$ cat src/design/bctl_params.svh
// constants and overview for the bus cycle termination control block
// Overview of operation
// - responder moves both termination inputs together
// - decode error, retry, normal, wait from pair
// - monitor may raise error when nobody acknowledges
// - bus error ends access, line abandoned
// - prefetch error trapped only when word used
// - unneeded line beat error: line left uncached
// - misaligned span error on beat one/two immediate
// - write or requested read error traps immediately
// - invalidate replaced line before fill, keep invalid
// - dirty replacement error restores line from buffer
// - push error: replacement keeps, explicit push invalidates
// - write-through error leaves line valid, new data
// - retry reissues same address and attributes
// - snoop-killed push after lost bus not reissued
// - atomic hold and final held across retries
// - burst retry after first beat is error
// - inhibited line retry only on first beat
// - grant dropped with retry: release, retry later
// - error while stacking state is double fault
// - double fault halts, status code five, reset only
// - halted device drops request, floats outputs, still drives status code
// - first-beat retries never count as errors, repeat forever
// - interrupt acknowledge error gives spurious vector 24
`ifndef BCTL_PARAMS_SVH
`define BCTL_PARAMS_SVH
`define BCTL_AW          32
`define BCTL_DW          32
`define BCTL_PST_RUN     4'h0
`define BCTL_PST_HALT    4'h5
`define BCTL_SPUR_VEC    8'h18
`define BCTL_FIRST_BEAT  2'h0
`define BCTL_SECOND_BEAT 2'h1
`define BCTL_LAST_BEAT   2'h3
`define BCTL_TIMEOUT_DEF 16
`endif

$ cat src/design/bctl_pkg.sv
// shared types of the bus cycle termination control block
package bctl_pkg;
  typedef enum logic [1:0] {
    TERM_WAIT   = 2'h0,
    TERM_NORMAL = 2'h1,
    TERM_BERR   = 2'h2,
    TERM_RETRY  = 2'h3
  } bctl_term_type;
  typedef enum logic [1:0] {
    ST_IDLE = 2'h0,
    ST_ARB  = 2'h1,
    ST_XFER = 2'h3,
    ST_HALT = 2'h2
  } bctl_state_type;
  typedef enum logic [2:0] {
    K_FETCH      = 3'h0,
    K_DATA       = 3'h1,
    K_FILL       = 3'h2,
    K_FILL_DIRTY = 3'h3,
    K_PUSH_REPL  = 3'h4,
    K_PUSH_EXPL  = 3'h5,
    K_WTHRU      = 3'h6,
    K_IACK       = 3'h7
  } bctl_kind_type;
  typedef enum logic [2:0] {
    CA_NONE         = 3'h0,
    CA_KEEP_INVALID = 3'h1,
    CA_RESTORE      = 3'h2,
    CA_KEEP_NEW     = 3'h3,
    CA_INVALIDATE   = 3'h4
  } bctl_cache_act_type;
  typedef enum logic [1:0] {
    RESP_NORMAL = 2'h0,
    RESP_ERROR  = 2'h1,
    RESP_RETRY  = 2'h2
  } bctl_resp_type;
endpackage

$ cat src/design/bctl_if.sv
// bus between the processor end and the responder end
`timescale 1ns/1ps
interface bctl_if;
  logic        start;
  logic [31:0] addr;
  logic        write;
  logic        line;
  logic        burst_inh;
  logic [1:0]  beat;
  logic        atomic_hold;
  logic        atomic_final;
  logic        ownership_request;
  logic        bus_oe;
  logic [3:0]  proc_status_code;
  logic        cycle_ack_in;
  logic        error_ack_in;
  logic        ownership_grant;
  logic [31:0] rd_data;
  modport cpu (
    output start, addr, write, line, burst_inh, beat, atomic_hold, atomic_final,
           ownership_request, bus_oe, proc_status_code,
    input  cycle_ack_in, error_ack_in, ownership_grant, rd_data
  );
  modport slave (
    input  start, addr, write, line, burst_inh, beat, atomic_hold, atomic_final,
           ownership_request, bus_oe, proc_status_code,
    output cycle_ack_in, error_ack_in, ownership_grant, rd_data
  );
endinterface

$ cat src/design/bctl_cpu_end.sv
// processor end: runs cycles and acts on their termination
`timescale 1ns/1ps
`include "bctl_params.svh"
module bctl_cpu_end
  import bctl_pkg::*;
(
  bctl_if.cpu                      BUS,
  input  wire logic                I_SYS_CLK,
  input  wire logic                I_RESET_N,
  input  wire logic                I_REQ_VALID,
  input  wire logic [`BCTL_AW-1:0] I_REQ_ADDR,
  input  wire logic                I_REQ_WRITE,
  input  wire logic                I_REQ_LINE,
  input  wire logic                I_REQ_BURST_INH,
  input  wire bctl_kind_type       I_REQ_KIND,
  input  wire logic [3:0]          I_REQ_NEED,
  input  wire logic                I_REQ_MISALIGN,
  input  wire logic                I_REQ_LOCK,
  input  wire logic                I_REQ_LOCK_LAST,
  input  wire logic                I_EXC_STACKING,
  input  wire logic                I_FETCH_USE,
  input  wire logic                I_FETCH_DISCARD,
  input  wire logic                I_SNOOP_INVAL_PUSH,
  output logic                     O_REQ_READY,
  output logic                     O_DONE,
  output logic                     O_DONE_ERR,
  output bctl_cache_act_type       O_CACHE_ACT,
  output logic                     O_LINE_INVAL,
  output logic                     O_ACCESS_EXC,
  output logic                     O_RD_VALID,
  output logic [`BCTL_DW-1:0]      O_RD_DATA,
  output logic                     O_VEC_VALID,
  output logic [7:0]               O_VECTOR,
  output logic                     O_HALTED
);
  bctl_state_type     state_q, state_d;
  bctl_term_type      term;
  bctl_kind_type      kind_q;
  bctl_cache_act_type cache_act_q;
  logic [`BCTL_AW-1:0] addr_q;
  logic [1:0]         beat_q;
  logic [3:0]         need_q;
  logic               write_q, line_q, binh_q, misalign_q, lock_q, lock_last_q;
  logic               start_q, req_q, oe_q, hold_q, final_q, lost_q;
  logic               ready_q, done_q, done_err_q, line_inval_q, exc_q;
  logic               rd_valid_q, vec_valid_q, halted_q, fetch_err_q;
  logic [`BCTL_DW-1:0] rd_data_q;
  logic [7:0]         vector_q;
  logic               sample, last_beat, retry_ok, berr_eff, imm_err, dbl_fault;
  logic               push_kill, accept, finish, finish_err, fetch_err_set;

  // cache effect of an errored access, by kind
  function automatic bctl_cache_act_type f_cache_act(input bctl_kind_type k);
    unique case (k)
      K_FILL:       f_cache_act = CA_KEEP_INVALID;
      K_FILL_DIRTY: f_cache_act = CA_RESTORE;
      K_PUSH_REPL:  f_cache_act = CA_KEEP_NEW;
      K_PUSH_EXPL:  f_cache_act = CA_INVALIDATE;
      K_WTHRU:      f_cache_act = CA_KEEP_NEW;
      default:      f_cache_act = CA_NONE;
    endcase
  endfunction

  bctl_term_dec u_dec (
    .i_ack  (BUS.cycle_ack_in),
    .i_err  (BUS.error_ack_in),
    .o_term (term)
  );

  // termination decisions; sampling skips the start cycle itself
  always_comb begin
    sample    = (state_q == ST_XFER) && !start_q;
    last_beat = !line_q || (beat_q == `BCTL_LAST_BEAT);
    retry_ok  = (term == TERM_RETRY) && (beat_q == `BCTL_FIRST_BEAT);
    // late line retry is handled exactly like a bus error
    berr_eff  = sample && ((term == TERM_BERR) || ((term == TERM_RETRY) && !retry_ok));
    // first-beat retries never reach this term, so they cannot double fault
    dbl_fault = berr_eff && I_EXC_STACKING && (kind_q != K_IACK);
    imm_err   = write_q
              || (need_q[beat_q] && (kind_q != K_FETCH))
              || (misalign_q && (beat_q <= `BCTL_SECOND_BEAT));
    push_kill = (state_q == ST_ARB) && lost_q && I_SNOOP_INVAL_PUSH
              && ((kind_q == K_PUSH_REPL) || (kind_q == K_PUSH_EXPL));
    accept    = (state_q == ST_IDLE) && I_REQ_VALID;
    finish_err = berr_eff && !dbl_fault;
    finish    = finish_err || push_kill || (sample && (term == TERM_NORMAL) && last_beat);
    fetch_err_set = finish_err && (kind_q == K_FETCH);
  end

  // next state; halt is left only through reset
  always_comb begin
    state_d = state_q;
    unique case (state_q)
      ST_IDLE: begin
        if (accept) begin
          state_d = ST_ARB;
        end
      end
      ST_ARB: begin
        if (push_kill) begin
          state_d = ST_IDLE;
        end else if (BUS.ownership_grant) begin
          state_d = ST_XFER;
        end
      end
      ST_XFER: begin
        if (dbl_fault) begin
          state_d = ST_HALT;
        end else if (finish) begin
          state_d = ST_IDLE;
        end else if (sample && retry_ok && !BUS.ownership_grant) begin
          state_d = ST_ARB;
        end
      end
      ST_HALT: state_d = ST_HALT;
    endcase
  end

  // state register
  always_ff @(posedge I_SYS_CLK or negedge I_RESET_N) begin
    if (!I_RESET_N) begin
      state_q <= ST_IDLE;
    end else begin
      state_q <= state_d;
    end
  end

  // access info held unchanged so a retry reissues the same cycle
  always_ff @(posedge I_SYS_CLK or negedge I_RESET_N) begin
    if (!I_RESET_N) begin
      addr_q      <= '0;
      write_q     <= 1'b0;
      line_q      <= 1'b0;
      binh_q      <= 1'b0;
      kind_q      <= K_DATA;
      need_q      <= 4'h0;
      misalign_q  <= 1'b0;
      lock_q      <= 1'b0;
      lock_last_q <= 1'b0;
    end else if (accept) begin
      addr_q      <= I_REQ_ADDR;
      write_q     <= I_REQ_WRITE;
      line_q      <= I_REQ_LINE;
      binh_q      <= I_REQ_BURST_INH;
      kind_q      <= I_REQ_KIND;
      need_q      <= I_REQ_NEED;
      misalign_q  <= I_REQ_MISALIGN;
      lock_q      <= I_REQ_LOCK;
      lock_last_q <= I_REQ_LOCK_LAST;
    end
  end

  // beat count and start strobe; inhibited lines restart per beat
  always_ff @(posedge I_SYS_CLK or negedge I_RESET_N) begin
    if (!I_RESET_N) begin
      beat_q  <= `BCTL_FIRST_BEAT;
      start_q <= 1'b0;
      lost_q  <= 1'b0;
    end else begin
      start_q <= 1'b0;
      if (accept) begin
        beat_q <= `BCTL_FIRST_BEAT;
        lost_q <= 1'b0;
      end
      if ((state_q == ST_ARB) && BUS.ownership_grant && !push_kill) begin
        start_q <= 1'b1;
      end
      if (sample && (term == TERM_NORMAL) && !last_beat) begin
        beat_q  <= beat_q + 2'h1;
        start_q <= binh_q;
      end
      if (sample && retry_ok && !dbl_fault) begin
        start_q <= BUS.ownership_grant;
        lost_q  <= !BUS.ownership_grant;
      end
    end
  end

  // bus ownership request and drive enable
  always_ff @(posedge I_SYS_CLK or negedge I_RESET_N) begin
    if (!I_RESET_N) begin
      req_q <= 1'b0;
      oe_q  <= 1'b1;
    end else begin
      req_q <= (state_d == ST_ARB) || (state_d == ST_XFER);
      oe_q  <= (state_d != ST_HALT);
    end
  end

  // locked sequence marks survive every retry of their cycles
  always_ff @(posedge I_SYS_CLK or negedge I_RESET_N) begin
    if (!I_RESET_N) begin
      hold_q  <= 1'b0;
      final_q <= 1'b0;
    end else if (state_d == ST_HALT) begin
      hold_q  <= 1'b0;
      final_q <= 1'b0;
    end else begin
      if (accept && I_REQ_LOCK) begin
        hold_q <= 1'b1;
      end else if (finish && lock_last_q) begin
        hold_q <= 1'b0;
      end
      if (accept) begin
        final_q <= I_REQ_LOCK && I_REQ_LOCK_LAST;
      end else if (finish) begin
        final_q <= 1'b0;
      end
    end
  end

  // completion reporting and cache effects
  always_ff @(posedge I_SYS_CLK or negedge I_RESET_N) begin
    if (!I_RESET_N) begin
      ready_q      <= 1'b0;
      done_q       <= 1'b0;
      done_err_q   <= 1'b0;
      cache_act_q  <= CA_NONE;
      line_inval_q <= 1'b0;
      rd_valid_q   <= 1'b0;
      rd_data_q    <= '0;
      vec_valid_q  <= 1'b0;
      vector_q     <= 8'h00;
      halted_q     <= 1'b0;
    end else begin
      ready_q      <= (state_d == ST_IDLE);
      done_q       <= finish;
      done_err_q   <= finish_err;
      cache_act_q  <= finish_err ? f_cache_act(kind_q) : CA_NONE;
      // replaced line dropped before the fill cycle ever starts
      line_inval_q <= accept && ((I_REQ_KIND == K_FILL) || (I_REQ_KIND == K_FILL_DIRTY));
      rd_valid_q   <= sample && (term == TERM_NORMAL) && !write_q;
      rd_data_q    <= BUS.rd_data;
      vec_valid_q  <= sample && (kind_q == K_IACK) && ((term == TERM_NORMAL) || (term == TERM_BERR));
      vector_q     <= (term == TERM_BERR) ? `BCTL_SPUR_VEC : BUS.rd_data[7:0];
      halted_q     <= (state_d == ST_HALT);
    end
  end

  // prefetch errors wait for use; a discard drops them, set wins
  always_ff @(posedge I_SYS_CLK or negedge I_RESET_N) begin
    if (!I_RESET_N) begin
      fetch_err_q <= 1'b0;
      exc_q       <= 1'b0;
    end else begin
      fetch_err_q <= fetch_err_set || (fetch_err_q && !I_FETCH_DISCARD && !I_FETCH_USE);
      exc_q       <= (finish_err && imm_err && (kind_q != K_IACK))
                   || (fetch_err_q && I_FETCH_USE && !I_FETCH_DISCARD);
    end
  end

  assign BUS.start             = start_q;
  assign BUS.addr              = addr_q;
  assign BUS.write             = write_q;
  assign BUS.line              = line_q;
  assign BUS.burst_inh         = binh_q;
  assign BUS.beat              = beat_q;
  assign BUS.atomic_hold       = hold_q;
  assign BUS.atomic_final      = final_q;
  assign BUS.ownership_request = req_q;
  assign BUS.bus_oe            = oe_q;
  assign BUS.proc_status_code  = halted_q ? `BCTL_PST_HALT : `BCTL_PST_RUN;
  assign O_REQ_READY           = ready_q;
  assign O_DONE                = done_q;
  assign O_DONE_ERR            = done_err_q;
  assign O_CACHE_ACT           = cache_act_q;
  assign O_LINE_INVAL          = line_inval_q;
  assign O_ACCESS_EXC          = exc_q;
  assign O_RD_VALID            = rd_valid_q;
  assign O_RD_DATA             = rd_data_q;
  assign O_VEC_VALID           = vec_valid_q;
  assign O_VECTOR              = vector_q;
  assign O_HALTED              = halted_q;
endmodule

$ cat src/design/bctl_term_dec.sv
// decoder of the termination input pair
`timescale 1ns/1ps
module bctl_term_dec
  import bctl_pkg::*;
(
  input  wire logic    i_ack,
  input  wire logic    i_err,
  output bctl_term_type o_term
);
  // one code per sampled combination
  always_comb begin
    unique case ({i_ack, i_err})
      2'b01:   o_term = TERM_BERR;
      2'b11:   o_term = TERM_RETRY;
      2'b10:   o_term = TERM_NORMAL;
      default: o_term = TERM_WAIT;
    endcase
  end
endmodule

$ cat src/flat_wrapper.sv
// flat-port wrapper written by rule: the top's interface ports become plain ports
module bctl_cpu_end_flat import bctl_pkg::*;
  (I_SYS_CLK, I_RESET_N, I_REQ_VALID, I_REQ_ADDR, I_REQ_WRITE, I_REQ_LINE, I_REQ_BURST_INH, I_REQ_KIND, I_REQ_NEED, I_REQ_MISALIGN, I_REQ_LOCK, I_REQ_LOCK_LAST, I_EXC_STACKING, I_FETCH_USE, I_FETCH_DISCARD, I_SNOOP_INVAL_PUSH, O_REQ_READY, O_DONE, O_DONE_ERR, O_CACHE_ACT, O_LINE_INVAL, O_ACCESS_EXC, O_RD_VALID, O_RD_DATA, O_VEC_VALID, O_VECTOR, O_HALTED, BUS_start, BUS_addr, BUS_write, BUS_line, BUS_burst_inh, BUS_beat, BUS_atomic_hold, BUS_atomic_final, BUS_ownership_request, BUS_bus_oe, BUS_proc_status_code, BUS_cycle_ack_in, BUS_error_ack_in, BUS_ownership_grant, BUS_rd_data);
  bctl_if BUS_i ();
  input  wire logic I_SYS_CLK;
  input  wire logic I_RESET_N;
  input  wire logic I_REQ_VALID;
  input  wire logic [`BCTL_AW-1:0] I_REQ_ADDR;
  input  wire logic I_REQ_WRITE;
  input  wire logic I_REQ_LINE;
  input  wire logic I_REQ_BURST_INH;
  input  wire bctl_kind_type I_REQ_KIND;
  input  wire logic [3:0] I_REQ_NEED;
  input  wire logic I_REQ_MISALIGN;
  input  wire logic I_REQ_LOCK;
  input  wire logic I_REQ_LOCK_LAST;
  input  wire logic I_EXC_STACKING;
  input  wire logic I_FETCH_USE;
  input  wire logic I_FETCH_DISCARD;
  input  wire logic I_SNOOP_INVAL_PUSH;
  output logic O_REQ_READY;
  output logic O_DONE;
  output logic O_DONE_ERR;
  output bctl_cache_act_type O_CACHE_ACT;
  output logic O_LINE_INVAL;
  output logic O_ACCESS_EXC;
  output logic O_RD_VALID;
  output logic [`BCTL_DW-1:0] O_RD_DATA;
  output logic O_VEC_VALID;
  output logic [7:0] O_VECTOR;
  output logic O_HALTED;
  output wire logic [$bits(BUS_i.start)-1:0] BUS_start;
  output wire logic [$bits(BUS_i.addr)-1:0] BUS_addr;
  output wire logic [$bits(BUS_i.write)-1:0] BUS_write;
  output wire logic [$bits(BUS_i.line)-1:0] BUS_line;
  output wire logic [$bits(BUS_i.burst_inh)-1:0] BUS_burst_inh;
  output wire logic [$bits(BUS_i.beat)-1:0] BUS_beat;
  output wire logic [$bits(BUS_i.atomic_hold)-1:0] BUS_atomic_hold;
  output wire logic [$bits(BUS_i.atomic_final)-1:0] BUS_atomic_final;
  output wire logic [$bits(BUS_i.ownership_request)-1:0] BUS_ownership_request;
  output wire logic [$bits(BUS_i.bus_oe)-1:0] BUS_bus_oe;
  output wire logic [$bits(BUS_i.proc_status_code)-1:0] BUS_proc_status_code;
  input wire logic [$bits(BUS_i.cycle_ack_in)-1:0] BUS_cycle_ack_in;
  input wire logic [$bits(BUS_i.error_ack_in)-1:0] BUS_error_ack_in;
  input wire logic [$bits(BUS_i.ownership_grant)-1:0] BUS_ownership_grant;
  input wire logic [$bits(BUS_i.rd_data)-1:0] BUS_rd_data;
  assign BUS_start = BUS_i.start;
  assign BUS_addr = BUS_i.addr;
  assign BUS_write = BUS_i.write;
  assign BUS_line = BUS_i.line;
  assign BUS_burst_inh = BUS_i.burst_inh;
  assign BUS_beat = BUS_i.beat;
  assign BUS_atomic_hold = BUS_i.atomic_hold;
  assign BUS_atomic_final = BUS_i.atomic_final;
  assign BUS_ownership_request = BUS_i.ownership_request;
  assign BUS_bus_oe = BUS_i.bus_oe;
  assign BUS_proc_status_code = BUS_i.proc_status_code;
  assign BUS_i.cycle_ack_in = BUS_cycle_ack_in;
  assign BUS_i.error_ack_in = BUS_error_ack_in;
  assign BUS_i.ownership_grant = BUS_ownership_grant;
  assign BUS_i.rd_data = BUS_rd_data;
  bctl_cpu_end u_core (.BUS(BUS_i), .I_SYS_CLK(I_SYS_CLK), .I_RESET_N(I_RESET_N), .I_REQ_VALID(I_REQ_VALID), .I_REQ_ADDR(I_REQ_ADDR), .I_REQ_WRITE(I_REQ_WRITE), .I_REQ_LINE(I_REQ_LINE), .I_REQ_BURST_INH(I_REQ_BURST_INH), .I_REQ_KIND(I_REQ_KIND), .I_REQ_NEED(I_REQ_NEED), .I_REQ_MISALIGN(I_REQ_MISALIGN), .I_REQ_LOCK(I_REQ_LOCK), .I_REQ_LOCK_LAST(I_REQ_LOCK_LAST), .I_EXC_STACKING(I_EXC_STACKING), .I_FETCH_USE(I_FETCH_USE), .I_FETCH_DISCARD(I_FETCH_DISCARD), .I_SNOOP_INVAL_PUSH(I_SNOOP_INVAL_PUSH), .O_REQ_READY(O_REQ_READY), .O_DONE(O_DONE), .O_DONE_ERR(O_DONE_ERR), .O_CACHE_ACT(O_CACHE_ACT), .O_LINE_INVAL(O_LINE_INVAL), .O_ACCESS_EXC(O_ACCESS_EXC), .O_RD_VALID(O_RD_VALID), .O_RD_DATA(O_RD_DATA), .O_VEC_VALID(O_VEC_VALID), .O_VECTOR(O_VECTOR), .O_HALTED(O_HALTED));
endmodule
$ cat config.mk
export PLATFORM = sky130hd
export DESIGN_NAME = bctl_cpu_end_flat
export DESIGN_NICKNAME = d
export VERILOG_FILES = /design/src/design/bctl_pkg.sv /design/src/design/bctl_if.sv /design/src/design/bctl_cpu_end.sv /design/src/design/bctl_term_dec.sv /design/src/flat_wrapper.sv
export VERILOG_INCLUDE_DIRS = /design/src /design/src/design
export SDC_FILE = /design/constraint.sdc
export NUM_CORES = 1
export LEC_CHECK = 0
export ABC_AREA = 1
export BUFFER_PORTS_ARGS = -buffer_cell sky130_fd_sc_hd__buf_2
export CORE_MARGIN = 5
export CORE_UTILIZATION = 41
export CTS_CLUSTER_SIZE = 8
export DETAILED_ROUTE_END_ITERATION = 12
export PLACE_DENSITY = 0.83
export SLEW_MARGIN = 10
export SYNTH_ARGS = -nofsm -noshare
export SYNTH_HDL_FRONTEND = slang
export SYNTH_HIERARCHICAL = 1
export SYNTH_SLANG_ARGS = --single-unit
$ cat constraint.sdc
create_clock -name I_SYS_CLK -period 1.6 [get_ports I_SYS_CLK]
set_clock_uncertainty 0.2 [all_clocks]
set_input_delay 0.32 -clock I_SYS_CLK [delete_from_list [all_inputs] [get_ports I_SYS_CLK]]
set_output_delay 0.32 -clock I_SYS_CLK [all_outputs]
set_load 0.05 [all_outputs]
# Word-level counts from Yosys, hierarchy flattened
# Index checks and enable logic that the tools add are counted.
# totals
ff_bits	106
input_bits	87
word_cells	148
# classes
n_reduce_logical	67
addsub	1
order_cmp	2
n_mux	27
eq_ne	23
# ops
cell	count
logical AND 1 bit	35
== test 2 bit (second input constant)	9
two-way mux 2 bit	8
== test 3 x 2 -> 1 bit (second input constant)	4
== test 3 bit (second input constant)	4
logical OR 1 bit	12
two-way mux 1 bit	12
one-hot mux 3 bit (4 select lines)	1
logical NOT 1 bit	10
nonzero test 3 bit	3
== test 2 x 1 -> 1 bit (second input constant)	4
two-way mux 8 bit	1
one-hot mux 2 bit (4 select lines)	1
logical NOT 2 bit	3
two-way mux 3 bit	2
one-hot mux 2 bit (3 select lines)	1
nonzero test 2 bit	2
logical NOT 3 bit	1
< comparator 2 x 3 -> 1 bit (second input constant)	1
!= test 3 bit (second input constant)	1
adder 2 x 1 -> 2 bit (second input constant)	1
binary-select mux 1 bit (select 2 bit)	1
<= comparator 2 x 1 -> 1 bit (second input constant)	1
!= test 2 bit (second input constant)	1
OR reduction 2 bit	1

# Logic depth before layout (Yosys ltp)
# Gate-level depths: netlist of run 1.
# depth
depth_word	19
ltp_mapped	14

# By module
# The synthesis of run 1 kept the hierarchy.
# by_module_without_submodules
module	area_per_inst_um2	cells_per_inst	instances
bctl_cpu_end	3799.9	369	1
bctl_term_dec	7.5	2	1

# Worst setup path after synthesis of run 1
# No wires, ideal clock.
# synth_path
kind	reg-to-reg
from	reg u_core.beat_q[0] (netlist: u_core/BUS.beat[0])
to	reg u_core.hold_q (netlist: u_core/BUS.atomic_hold)
slack_ns	-0.453
stages_incl_launch_ff	13
arrival_time_ns	1.729
setup_ns	0.124
period_less_slack_ns	2.053
cell_sequence	dfrtp_1 > inv_1 > ha_1 > inv_1 > nand2_1 > nand2_1 > nand2_1 > clkinv_1 > nand2_1 > nand3_1 > nor2_2 > nor2_4 > a21oi_1
# synth_via
elab_chain_len	17
# synth_rtl
item	line	text
start: declaration	bctl_cpu_end.sv:41	logic [1:0] beat_q;
start signal: assignment	bctl_cpu_end.sv:156	beat_q <= `BCTL_FIRST_BEAT;
start signal: assignment	bctl_cpu_end.sv:162	beat_q <= `BCTL_FIRST_BEAT;
start signal: assignment	bctl_cpu_end.sv:169	beat_q <= beat_q + 2'h1;
logical NOT 2 bit (no line)	-	
logical AND 1 bit	bctl_cpu_end.sv:74	retry_ok = (term == TERM_RETRY) && (beat_q == `BCTL_FIRST_BEAT);
logical NOT 1 bit	bctl_cpu_end.sv:76	berr_eff = sample && ((term == TERM_BERR) || ((term == TERM_RETRY) && !retry_ok));
logical AND 1 bit	bctl_cpu_end.sv:76	
logical OR 1 bit	bctl_cpu_end.sv:76	
logical AND 1 bit	bctl_cpu_end.sv:76	
logical AND 1 bit (2 in series)	bctl_cpu_end.sv:78	dbl_fault = berr_eff && I_EXC_STACKING && (kind_q != K_IACK);
logical NOT 1 bit	bctl_cpu_end.sv:85	finish_err = berr_eff && !dbl_fault;
logical AND 1 bit	bctl_cpu_end.sv:85	
logical OR 1 bit (2 in series)	bctl_cpu_end.sv:86	finish = finish_err || push_kill || (sample && (term == TERM_NORMAL) && last_beat);
two-way mux 2 bit	bctl_cpu_end.sv:109	end else if (finish) begin
two-way mux 2 bit	bctl_cpu_end.sv:107	if (dbl_fault) begin
one-hot mux 2 bit (4 select lines)	bctl_cpu_end.sv:93	unique case (state_q)
== test 2 bit	bctl_cpu_end.sv:195	end else if (state_d == ST_HALT) begin
nonzero test 3 bit (no line) or two-way mux 1 bit (tied branches)	-	
end signal: assignment	bctl_cpu_end.sv:193	hold_q <= 1'b0;
end signal: assignment	bctl_cpu_end.sv:196	hold_q <= 1'b0;
end signal: assignment	bctl_cpu_end.sv:200	hold_q <= 1'b1;
end: declaration	bctl_cpu_end.sv:44	logic start_q, req_q, oe_q, hold_q, final_q, lost_q;
# Several ways; a longest one is shown, not always the timed one.
# A chain may end at the register's enable or synchronous reset.

# Worst setup path after layout of run 1
# layout_path
from	reg u_core.beat_q[0] (netlist: u_core/BUS.beat[0])
to	reg u_core.halted_q (netlist: u_core/O_HALTED)
# layout_via
elab_chain_len	16
# layout_rtl
item	line	text
logical NOT 2 bit (no line)	-	
logical AND 1 bit	bctl_cpu_end.sv:74	
logical NOT 1 bit	bctl_cpu_end.sv:76	
logical AND 1 bit	bctl_cpu_end.sv:76	
logical OR 1 bit	bctl_cpu_end.sv:76	
logical AND 1 bit	bctl_cpu_end.sv:76	
logical AND 1 bit (2 in series)	bctl_cpu_end.sv:78	
logical NOT 1 bit	bctl_cpu_end.sv:85	
logical AND 1 bit	bctl_cpu_end.sv:85	
logical OR 1 bit (2 in series)	bctl_cpu_end.sv:86	
two-way mux 2 bit	bctl_cpu_end.sv:109	
two-way mux 2 bit *	bctl_cpu_end.sv:107	
one-hot mux 2 bit (4 select lines) *	bctl_cpu_end.sv:93	
net u_core.state_d[1]	bctl_cpu_end.sv:36	bctl_state_type state_q, state_d;
== test 2 bit *	bctl_cpu_end.sv:236	halted_q <= (state_d == ST_HALT);
end signal: assignment	bctl_cpu_end.sv:236	
end: declaration	bctl_cpu_end.sv:46	logic rd_valid_q, vec_valid_q, halted_q, fetch_err_q;
# The timed path passes the listed nets; every way through them passes the cells marked *.

==> results by group, run 1 <==
Worst setup path
  – Worst reg2reg setup slack: -140 ps
  – Worst path max stage delay: 430 ps
  – Crit Reg-Reg Startpoint: u_core/BUS.beat[0]
  – Reg2Reg Depth: 12
  – Worst Path Arrival: 1840 ps
  – Crit-path slowest cell: dfrtp_2
  – WS Path Type: register to register
  – Kind of end point of the critical path: register
  – Worst Setup SP: u_core/BUS.beat[0]
  – CP cell instances: inv_2 > ha_4 > inv_2 > nand2_2 > nand2_4 > nand3_2 > nand2_1 > nor2_1 > nand2_2 > nand3_4 > nand2_2 > inv_2
  – Setup crit start kind: register
  – Reg2Reg Capture Point: u_core/O_HALTED
  – Crit Path Max Fanout: 5
  – CP Data Required Time: 1700 ps

Clock network
  – Clk_lat worst skew: 350 ps
  – CTS Buf Count: 9
  – H-tree levels: 3
  – CTS Buffer Depth: 2
  – Root Driver: clkbuf_8
  – CTS clk-pin slew, worst paths: 100 ps
  – Sink Count: 105
  – CTS tree: built

Timing
  – Final WS setup: -141 ps
  – Setup TNS: -993 ps
  – Fin crit period: 1740 ps
  – Hold_ws: 38.7 ps
  – FMAX: 574 MHz
  – Hold violation count in the final report: 0
  – Final worst-path cycle share: 109%
  – RSZ-0062 raised after global routing: yes
  – Max Transition Viols Final: 0
  – Final setup viols: 12

Routing
  – DRT Pass-1 Iters: 5
  – ANT nets after route: 0
  – Routed via count: 3452
  – Final WL: 11200 um
  – Initial drt markers: 156
  – Routed length per instance: 14.6 um
  – # DRC: 0
  – Vias per std cell: 4.50

Yosys
  – Most common library cells after synthesis: nand2_1 (147), dfrtp_1 (103), inv_1 (28)
  – Top post-synthesis cells by area: dfrtp_1 (68%), nand2_1 (14%), inv_1 (2.8%)
  – Post-synth top flop: dfrtp_1
  – Synth Cell Area: 0.00381 sq mm
  – #FFs+latches synth: 105
  – Number of flops mapped to enable cells by yosys: 0
  – Most common cell in the netlist: nand2_1
  – Avg Cell Area, Syn: 10.3 sq um
  – Seq/Total Area, Yosys: 69.1%
  – Post-synthesis cell type count: 30
  – Synth top area share: 67.7%
  – Async S/R FF share, synth: 100%
  – Synth Instances: 371
  – Leading area contributor after synthesis: dfrtp_1
  – Yosys warns: 6

Global routing
  – GRT Total Usage: 19.7%
  – Largest net degree at the start of global routing: 47
  – Grt ovf: 0
  – First-pass GRT wire length: 17800 um
  – Vias in the first global route: 3663
  – Initial antenna violation count: 0

Worst hold path
  – WHS Endpoint: u_core/lock_last_q
  – Hold path depth: 3
  – Hold Crit Start: I_REQ_LOCK_LAST
  – Min-Delay Path Class: primary input to register

Power and ir drop
  – Combinational share of power: 47.2%
  – Pint: 5720 uW
  – Sw Share: 46.7%
  – Clock power share: 17.2%
  – Sequential power share: 35.6%
  – Sw Pwr: 5020 uW
  – Worst VDD drop: 0.00110 V
  – Pleak: 0.00340 uW
  – P per Cell Area: 1730 mW/mm^2

Outcome
  – Status: complete, but fails checks
  – Failing checks: negative setup slack

Floorplanning
  – Row count: 35
  – Die area: 0.0113 sq mm
  – Core ar.: 0.00915 sq mm
  – Initial Util: 41.6%
  – IO Pins: 184
  – Die H: 106 um
  – Die Wd: 106 um

Place
  – Gpl congestion: 0.797
  – Placement Setup Slack: -167 ps
  – IO Port Bufs: 181
  – Dpl hpwl: 7270 um

Cells and area
  – Core Util, Final: 67.8%
  – Area growth from synthesis to layout: 62.9%
  – Final layout net count: 744
  – Layout cells sized above 1: 40.9%
  – Number of fill cells: 647
  – N_diodes: 0

Job
  – MaxCap Viol Count: 0
==> cell type report <==
cell class,instances,area [sq um],share of cell area (%)
multi-input cells,220,1120,18.0
clock inverters,7,109,1.75
well taps,111,139,2.24
inverters,31,119,1.92
clock buffers,9,124,2.00
flip-flops and latches,105,2640,42.5
repair buffers,284,1960,31.6
==> power by group through the flow <==
| stage | logic (uW) | clock network, uW | registers (uW) |
|---|---|---|---|
| 6_report | 5070 | 1850 | 3820 |
| 5_1_grt | 5440 | 2020 | 3910 |
| 4_1_cts | 4870 | 1920 | 3810 |
| 3_5_place_dp | 4530 | 0 | 3830 |
| 3_3_place_gp | 4430 | 0 | 3830 |
| 2_1_floorplan | 1310 | 0 | 5790 |
==> sequential cells by signal, indices dropped and copies added, names as in the netlist, 2 cells and up <==
name                cells
u_core/BUS.addr        32
u_core/O_RD_DATA       32
u_core/need_q           4
u_core/BUS.beat         2
u_core/O_VECTOR         8
u_core/kind_q           3
u_core/O_CACHE_ACT      3
==> worst max path at each step <==
stage / slack [ps] / cells past startpoint / to
floorplan: -240 / 13 / u_core/O_HALTED
global placement: -110 / 13 / u_core/O_HALTED
detailed placement: -170 / 11 / u_core/BUS.atomic_hold
CTS: -50 / 10 / u_core/lost_q
global route: -200 / 8 / u_core/O_REQ_READY
finish: -140 / 12 / u_core/O_HALTED
==> layer usage <==
metal | vias up | track usage (%) | part of all wire [%]
met5 | - | 0 | 0
met1 | 1611 | 24.3 | 40
li1 | 1683 | - | -
met3 | 19 | 3.76 | 7.0
met4 | 0 | 7.31 | 2.0
met2 | 139 | 34.3 | 51
==> stage by stage <==
step / instance area (sq um) / std cells / total power, uW
4_1_cts: 6110 / 764 / 10600
3_3_place_gp: 4970 / 667 / 8250
2_1_floorplan: 3830 / 372 / 7110
6_report: 6200 / 767 / 10700
5_1_grt: 6200 / 767 / 11400
3_5_place_dp: 4970 / 667 / 8370
==> kinds of logic (layout without fill, tap and decap cells) <==
family / Yosys count / count (layout) / share of synthesized area, %
and+or+nand+nor: 192 / 192 / 20.7
adders and majority gates: 6 / 6 / 1.97
AOI/OAI and AO/OA: 20 / 20 / 3.06
other: 1 / 2 / 0.0985
buffers and inverters: 47 / 331 / 5.13
DFF: 105 / 105 / 69.1
==> cell usage in the layout, fill, tap and decap left out, drive strengths merged, types with 2 or more instances in the layout <==
cell,instances
a21oi,3
buf,204
bufinv,2
clkbuf,11
clkinv,2
conb,2
dfrtp,103
dfstp,2
dlygate4sd3,78
ha,6
inv,34
nand2,149
nand3,11
nor2,25
nor3,2
o21ai,10
o22ai,2
or2,3
==> worst max-delay path: cells and delay by family, from the launching register on <==
| family | cells | cell delay (ps) |
|---|---|---|
| adders and majority gates | 1 | 150 |
| buffers and inverters | 3 | 170 |
| and+or+nand+nor | 8 | 750 |
| DFF | 1 | 430 |
==> repair_timing <==
action                     4_1_cts  5_1_grt
setup endpoints to repair       14       64
cloned                           0        0
hold endpoints to repair       136        0
buffers inserted                 3        3
pin swaps                       12        9
resized for setup               30       26
hold buffers                    78        0
(Power assumes the default switching activity.)
==> run 2: changes to the inputs <==
--- a/config.mk
+++ b/config.mk
@@ -6,13 +6,13 @@
 export SDC_FILE = /design/constraint.sdc
 export NUM_CORES = 1
 export LEC_CHECK = 0
-export ABC_AREA = 1
 export BUFFER_PORTS_ARGS = -buffer_cell sky130_fd_sc_hd__buf_2
 export CORE_MARGIN = 5
 export CORE_UTILIZATION = 41
 export CTS_CLUSTER_SIZE = 8
 export DETAILED_ROUTE_END_ITERATION = 12
 export PLACE_DENSITY = 0.83
+export SKIP_CTS_REPAIR_TIMING = 1
 export SLEW_MARGIN = 10
 export SYNTH_ARGS = -nofsm -noshare
 export SYNTH_HDL_FRONTEND = slang
==> run 2 against run 1 <==
  * The run ends with negative hold slack, negative setup slack left
  * Highest routed layer unchanged
  * Cell count rose by 0.52%
  * Hold slack worse by 53 ps
  * Total power grew 3.4%
  * Largest cell class unchanged
  * Global-route usage is 2.4 points lower
==> results by group, run 2 <==
Floorplanning
  – Row count: 35
  – Die area: 0.0115 sq mm
  – IO Pins: 184
  – Core ar.: 0.00924 sq mm
  – Initial Util: 41.9%
  – Die H: 107 um
  – Die Wd: 107 um

Outcome
  – Failing checks: negative hold slack, negative setup slack
  – Status: complete, but fails checks

Worst hold path
  – WHS Endpoint: u_core/BUS.addr[27]
  – Min-Delay Path Class: primary input to register
  – Hold path depth: 3
  – Hold Crit Start: I_REQ_ADDR[27]

Cells and area
  – Layout cells sized above 1: 42.7%
  – Most common cell after layout, fill and taps aside: buf_2
  – Most frequent cells in the layout: buf_2 (173), nand2_1 (141), dfrtp_1 (98)
  – Core Util, Final: 69.0%
  – N_diodes: 0
  – Area growth from synthesis to layout: 64.6%
  – Final layout net count: 731

Yosys
  – Number of flops mapped to enable cells by yosys: 0
  – Most common library cells after synthesis: nand2_1 (142), dfrtp_1 (103), clkbuf_1 (10)
  – Most common cell in the netlist: nand2_1
  – Yosys warns: 6
  – Synth Cell Area: 0.00387 sq mm
  – Async S/R FF share, synth: 100%
  – Top post-synthesis cells by area: dfrtp_1 (67%), nand2_1 (14%), ha_1 (1.9%)
  – Synth top area share: 66.5%
  – Synth Instances: 348
  – #FFs+latches synth: 105
  – Avg Cell Area, Syn: 11.1 sq um
  – Post-synth top flop: dfrtp_1
  – Leading area contributor after synthesis: dfrtp_1
  – Seq/Total Area, Yosys: 67.9%
  – Post-synthesis cell type count: 45

Clock network
  – CTS Buf Count: 9
  – CTS Buffer Depth: 2
  – Clk_lat worst skew: 350 ps
  – Root Driver: clkbuf_8
  – H-tree levels: 3
  – Sink Count: 105
  – CTS clk-pin slew, worst paths: 100 ps
  – CTS tree: built

Timing
  – Fin crit period: 1820 ps
  – RSZ-0062 raised after global routing: yes
  – Setup TNS: -2060 ps
  – Final setup viols: 17
  – FMAX: 549 MHz
  – Hold_ws: -14.0 ps
  – Final worst-path cycle share: 114%
  – Final WS setup: -221 ps
  – Hold violation count in the final report: 1
  – Max Transition Viols Final: 0

Global routing
  – GRT Total Usage: 17.3%
  – Grt ovf: 0
  – Vias in the first global route: 3196
  – Largest net degree at the start of global routing: 48
  – Initial antenna violation count: 0
  – First-pass GRT wire length: 15700 um

Worst setup path
  – Setup crit start kind: register
  – CP Data Required Time: 1620 ps
  – Worst Path Arrival: 1840 ps
  – Reg2Reg Depth: 4
  – Kind of end point of the critical path: register
  – Worst reg2reg setup slack: -220 ps
  – Crit Path Max Fanout: 6
  – Reg2Reg Capture Point: u_core/BUS.atomic_hold
  – Crit Reg-Reg Startpoint: u_core/BUS.start
  – WS Path Type: register to register

Power and ir drop
  – P per Cell Area: 1740 mW/mm^2
  – Pint: 5930 uW
  – Sw Share: 46.6%
  – Combinational share of power: 50.8%
  – Sequential power share: 34.3%
  – Worst VDD drop: 0.00115 V
  – Sw Pwr: 5170 uW
  – Total power: 11100 uW
  – Pleak: 0.00337 uW
  – Clock power share: 14.9%

Place
  – Dpl hpwl: 7730 um
  – Gpl congestion: 0.822
  – IO Port Bufs: 181

Routing
  – Routed via count: 3545
  – # DRC: 0
  – Vias per std cell: 4.60
  – Final WL: 12300 um
  – Routed length per instance: 15.9 um
  – ANT nets after route: 0
  – DRT Pass-1 Iters: 4
  – Initial drt markers: 180

Job
  – MaxCap Viol Count: 0
==> run 2: routing by layer <==
layer	GRT usage (%)	part of all wire (%)	routed length [um]
met4	4.75	1.2	152
met3	4.03	7.0	861
met5	0	0	0
met1	22.1	38	4650
met2	29.5	54	6610
==> run 2: metrics by stage <==
step	area, sq um	worst slack [ps]	cells
after global placement	5240	-239	676
final	6380	-221	771
after global routing	6380	-309	771
after floorplan	3950	-306	349
after detailed placement	5240	-322	676
after CTS	5430	-286	691
==> run 2: layout make-up <==
cell class	count	area, sq um
Sequential cell	105	2640
Tap cell	129	161
Multi-Input combinational cell	215	1240
Timing Repair Buffer	299	2120
Clock buffer	9	124
Fill cell	665	2860
Clock inverter	6	67.6
Inverter	8	30.0
==> run 2: worst max path at each step <==
stage	from	to	cells after the start	slack [ps]
floorplan	u_core/BUS.beat[0]	u_core/O_REQ_READY	5	-310
global placement	BUS_cycle_ack_in	u_core/O_REQ_READY	6	-240
detailed placement	BUS_cycle_ack_in	u_core/BUS.atomic_final	7	-320
CTS	u_core/BUS.start	u_core/O_REQ_READY	4	-290
global route	u_core/BUS.start	u_core/BUS.atomic_hold	4	-310
finish	u_core/BUS.start	u_core/BUS.atomic_hold	4	-220
==> run 2: cells by family (layout without fill, tap and decap cells) <==
logic type	after synthesis	in the layout	synth area share [%]
simple gates	184	184	20.6
flops	105	105	67.9
buf+inv	29	322	3.45
compound gates	18	18	4.42
fa+ha+maj	6	6	1.94
mux	5	5	1.65
other cells	1	2	0.0968
==> run 2: critical path, stage by stage, from the launching register on <==
cell and delay [ps]:
dfrtp_2 430, and3b_2 360, o21ai_2 110, a31oi_1 430, a22oi_2 160
==> run 2: power groups by stage <==
stage	clock [uW]	combinational (uW)	sequential [uW]
floorplan	0	1500	5820
global placement	0	4920	3790
detailed placement	0	5060	3830
CTS	1680	5070	3780
global route	1800	5960	3900
finish	1650	5640	3810
==> run 3: changes to the inputs <==
--- a/config.mk
+++ b/config.mk
@@ -8,13 +8,13 @@
 export LEC_CHECK = 0
 export BUFFER_PORTS_ARGS = -buffer_cell sky130_fd_sc_hd__buf_2
 export CORE_MARGIN = 5
-export CORE_UTILIZATION = 41
+export CORE_UTILIZATION = 46
 export CTS_CLUSTER_SIZE = 8
 export DETAILED_ROUTE_END_ITERATION = 12
-export PLACE_DENSITY = 0.83
+export PLACE_DENSITY = 0.87
 export SKIP_CTS_REPAIR_TIMING = 1
-export SLEW_MARGIN = 10
 export SYNTH_ARGS = -nofsm -noshare
 export SYNTH_HDL_FRONTEND = slang
 export SYNTH_HIERARCHICAL = 1
 export SYNTH_SLANG_ARGS = --single-unit
+export TNS_END_PERCENT = 10
==> constraint.sdc (replaced) <==
create_clock -name I_SYS_CLK -period 1.7 [get_ports I_SYS_CLK]
set_clock_uncertainty 0.2 [all_clocks]
set_input_delay 0.34 -clock I_SYS_CLK [delete_from_list [all_inputs] [get_ports I_SYS_CLK]]
set_output_delay 0.34 -clock I_SYS_CLK [all_outputs]
set_load 0.05 [all_outputs]
==> run 3 against run 2 <==
  * The flow still finishes with violations (negative hold slack, negative setup slack)
  * Register-to-register slack improved by 70 ps
  * Non-clock buffer count decreased by 9
  * Combinational power decreased by 11%
  * Total power decreased by 9.8%
  * Count of clock-buffer cells in the layout unchanged
  * Via count decreased by 0.56%
  * Highest routed layer unchanged
==> results by group, run 3 (synthesis gave the netlist of run 2 again) <==
Outcome
  – Status: complete, but fails checks
  – Failing checks: negative hold slack, negative setup slack

Routing
  – Routed length per instance: 16.0 um
  – Initial drt markers: 145
  – DRT Pass-1 Iters: 5
  – Routed via count: 3525
  – WL met1: 4300 um
  – Routed met3 length: 888 um
  – Vias per std cell: 4.78
  – # DRC: 0
  – Final WL: 11800 um
  – Met2 WL post-DR: 6410 um
  – Uppermost layer routed: met4
  – ANT nets after route: 0

Worst setup path
  – Crit Reg-Reg Startpoint: u_core/BUS.start
  – Worst Setup SP: u_core/BUS.start
  – WS Path Type: register to register
  – Reg2Reg Capture Point: u_core/BUS.ownership_request
  – Reg2Reg Depth: 4
  – Crit Path Max Fanout: 6
  – CP Data Required Time: 1720 ps
  – Setup crit start kind: register
  – Worst reg2reg setup slack: -150 ps
  – Kind of end point of the critical path: register
  – Worst Path Arrival: 1870 ps

Timing
  – Setup TNS: -796 ps
  – FMAX: 541 MHz
  – Hold violation count in the final report: 1
  – Final setup viols: 11
  – Final WS setup: -148 ps
  – Fin crit period: 1850 ps
  – Hold_ws: -17.8 ps
  – RSZ-0062 raised after global routing: yes
  – Max Transition Viols Final: 0
  – Final worst-path cycle share: 109%

Worst hold path
  – Min-Delay Path Class: primary input to register
  – Hold Crit Start: I_REQ_BURST_INH
  – Hold path depth: 3
  – WHS Endpoint: u_core/BUS.burst_inh

Cells and area
  – Most frequent cells in the layout: buf_2 (177), nand2_1 (142), dfrtp_1 (99)
  – Layout cells sized above 1: 41.4%
  – Area growth from synthesis to layout: 58.7%
  – N_diodes: 0
  – Final layout net count: 722
  – Most common cell after layout, fill and taps aside: buf_2

Global routing
  – Largest net degree at the start of global routing: 45
  – GRT Total Usage: 18.9%
  – First-pass GRT wire length: 15300 um
  – Grt ovf: 0
  – Vias in the first global route: 3193
  – Initial antenna violation count: 0

Job
  – MaxCap Viol Count: 0

Clock network
  – Root Driver: clkbuf_8
  – H-tree levels: 3
  – CTS clk-pin slew, worst paths: 100 ps
  – CTS Buf Count: 9
  – Sink Count: 105
  – Clk_lat worst skew: 350 ps
  – CTS Buffer Depth: 2
  – CTS tree: built

Floorplanning
  – Initial Util: 47.2%
  – Row count: 33
  – Die area: 0.0104 sq mm
  – Die H: 102 um
  – Core ar.: 0.00822 sq mm
  – Die Wd: 102 um
  – IO Pins: 184

Power and ir drop
  – Worst VDD drop: 0.00110 V
  – P per Cell Area: 1630 mW/mm^2
  – Total power: 10000 uW
  – Pleak: 0.00329 uW

Place
  – Gpl congestion: 0.870
  – IO Port Bufs: 181
  – Dpl hpwl: 7780 um
run 3: cell types whose count changed in the layout (fill, tap and decap cells not counted), sizes merged:
cell	before	now
buf	221	215
dlygate4sd3	76	74
bufinv	1	0
clkinvlp	2	3
clkbuf	11	10
run 3: cell type report:
type	count	area (sq um)
clock inverter	6	53.8
tap	105	131
inverter	8	30.0
sequential	105	2640
clock buffer	9	124
multi-input combinational	215	1200
timing repair buffer	290	1970
fill	547	2070
run 3: power by group:
group	switching, uW	internal, uW	total [uW]	leakage (uW)
sequential	396	3180	3580	0.00129
combinational	3500	1520	5020	0.00192
clock	870	548	1420	0.0000814
total	4770	5260	10000	0.00329
run 3: worst max path at each step:
stage | end | slack, ps | cells past startpoint
2_1_floorplan | u_core/O_REQ_READY | -210 | 5
3_3_place_gp | u_core/O_REQ_READY | -140 | 6
3_5_place_dp | u_core/O_REQ_READY | -200 | 6
4_1_cts | u_core/O_REQ_READY | -170 | 4
5_1_grt | u_core/BUS.ownership_request | -170 | 4
6_report | u_core/BUS.ownership_request | -150 | 4
run 3: through the flow:
stage / hold WS [ps] / std cells / worst slack (ps) / instance area [sq um] / util (%)
global route: 1.10 / 738 / -175 / 6150 / 74.8
floorplan: -156 / 349 / -206 / 3920 / -
global placement: 26.0 / 647 / -145 / 5140 / 62.5
detailed placement: 30.7 / 647 / -200 / 5140 / 62.5
CTS: -366 / 662 / -173 / 5320 / 64.7
finish: -17.8 / 738 / -148 / 6150 / 74.8
run 3: critical path, cell delays in order (launching register included):
cell and delay [ps]:
dfrtp_2 420, and3b_2 360, o21ai_2 130, and4_1 230, or3_1 380
run 3: routing by layer:
metal / global-route usage (%) / vias up
li1: - / 1659
met2: 33.2 / 176
met1: 23.8 / 1662
met3: 4.41 / 28
met4: 4.50 / 0
met5: 0 / -
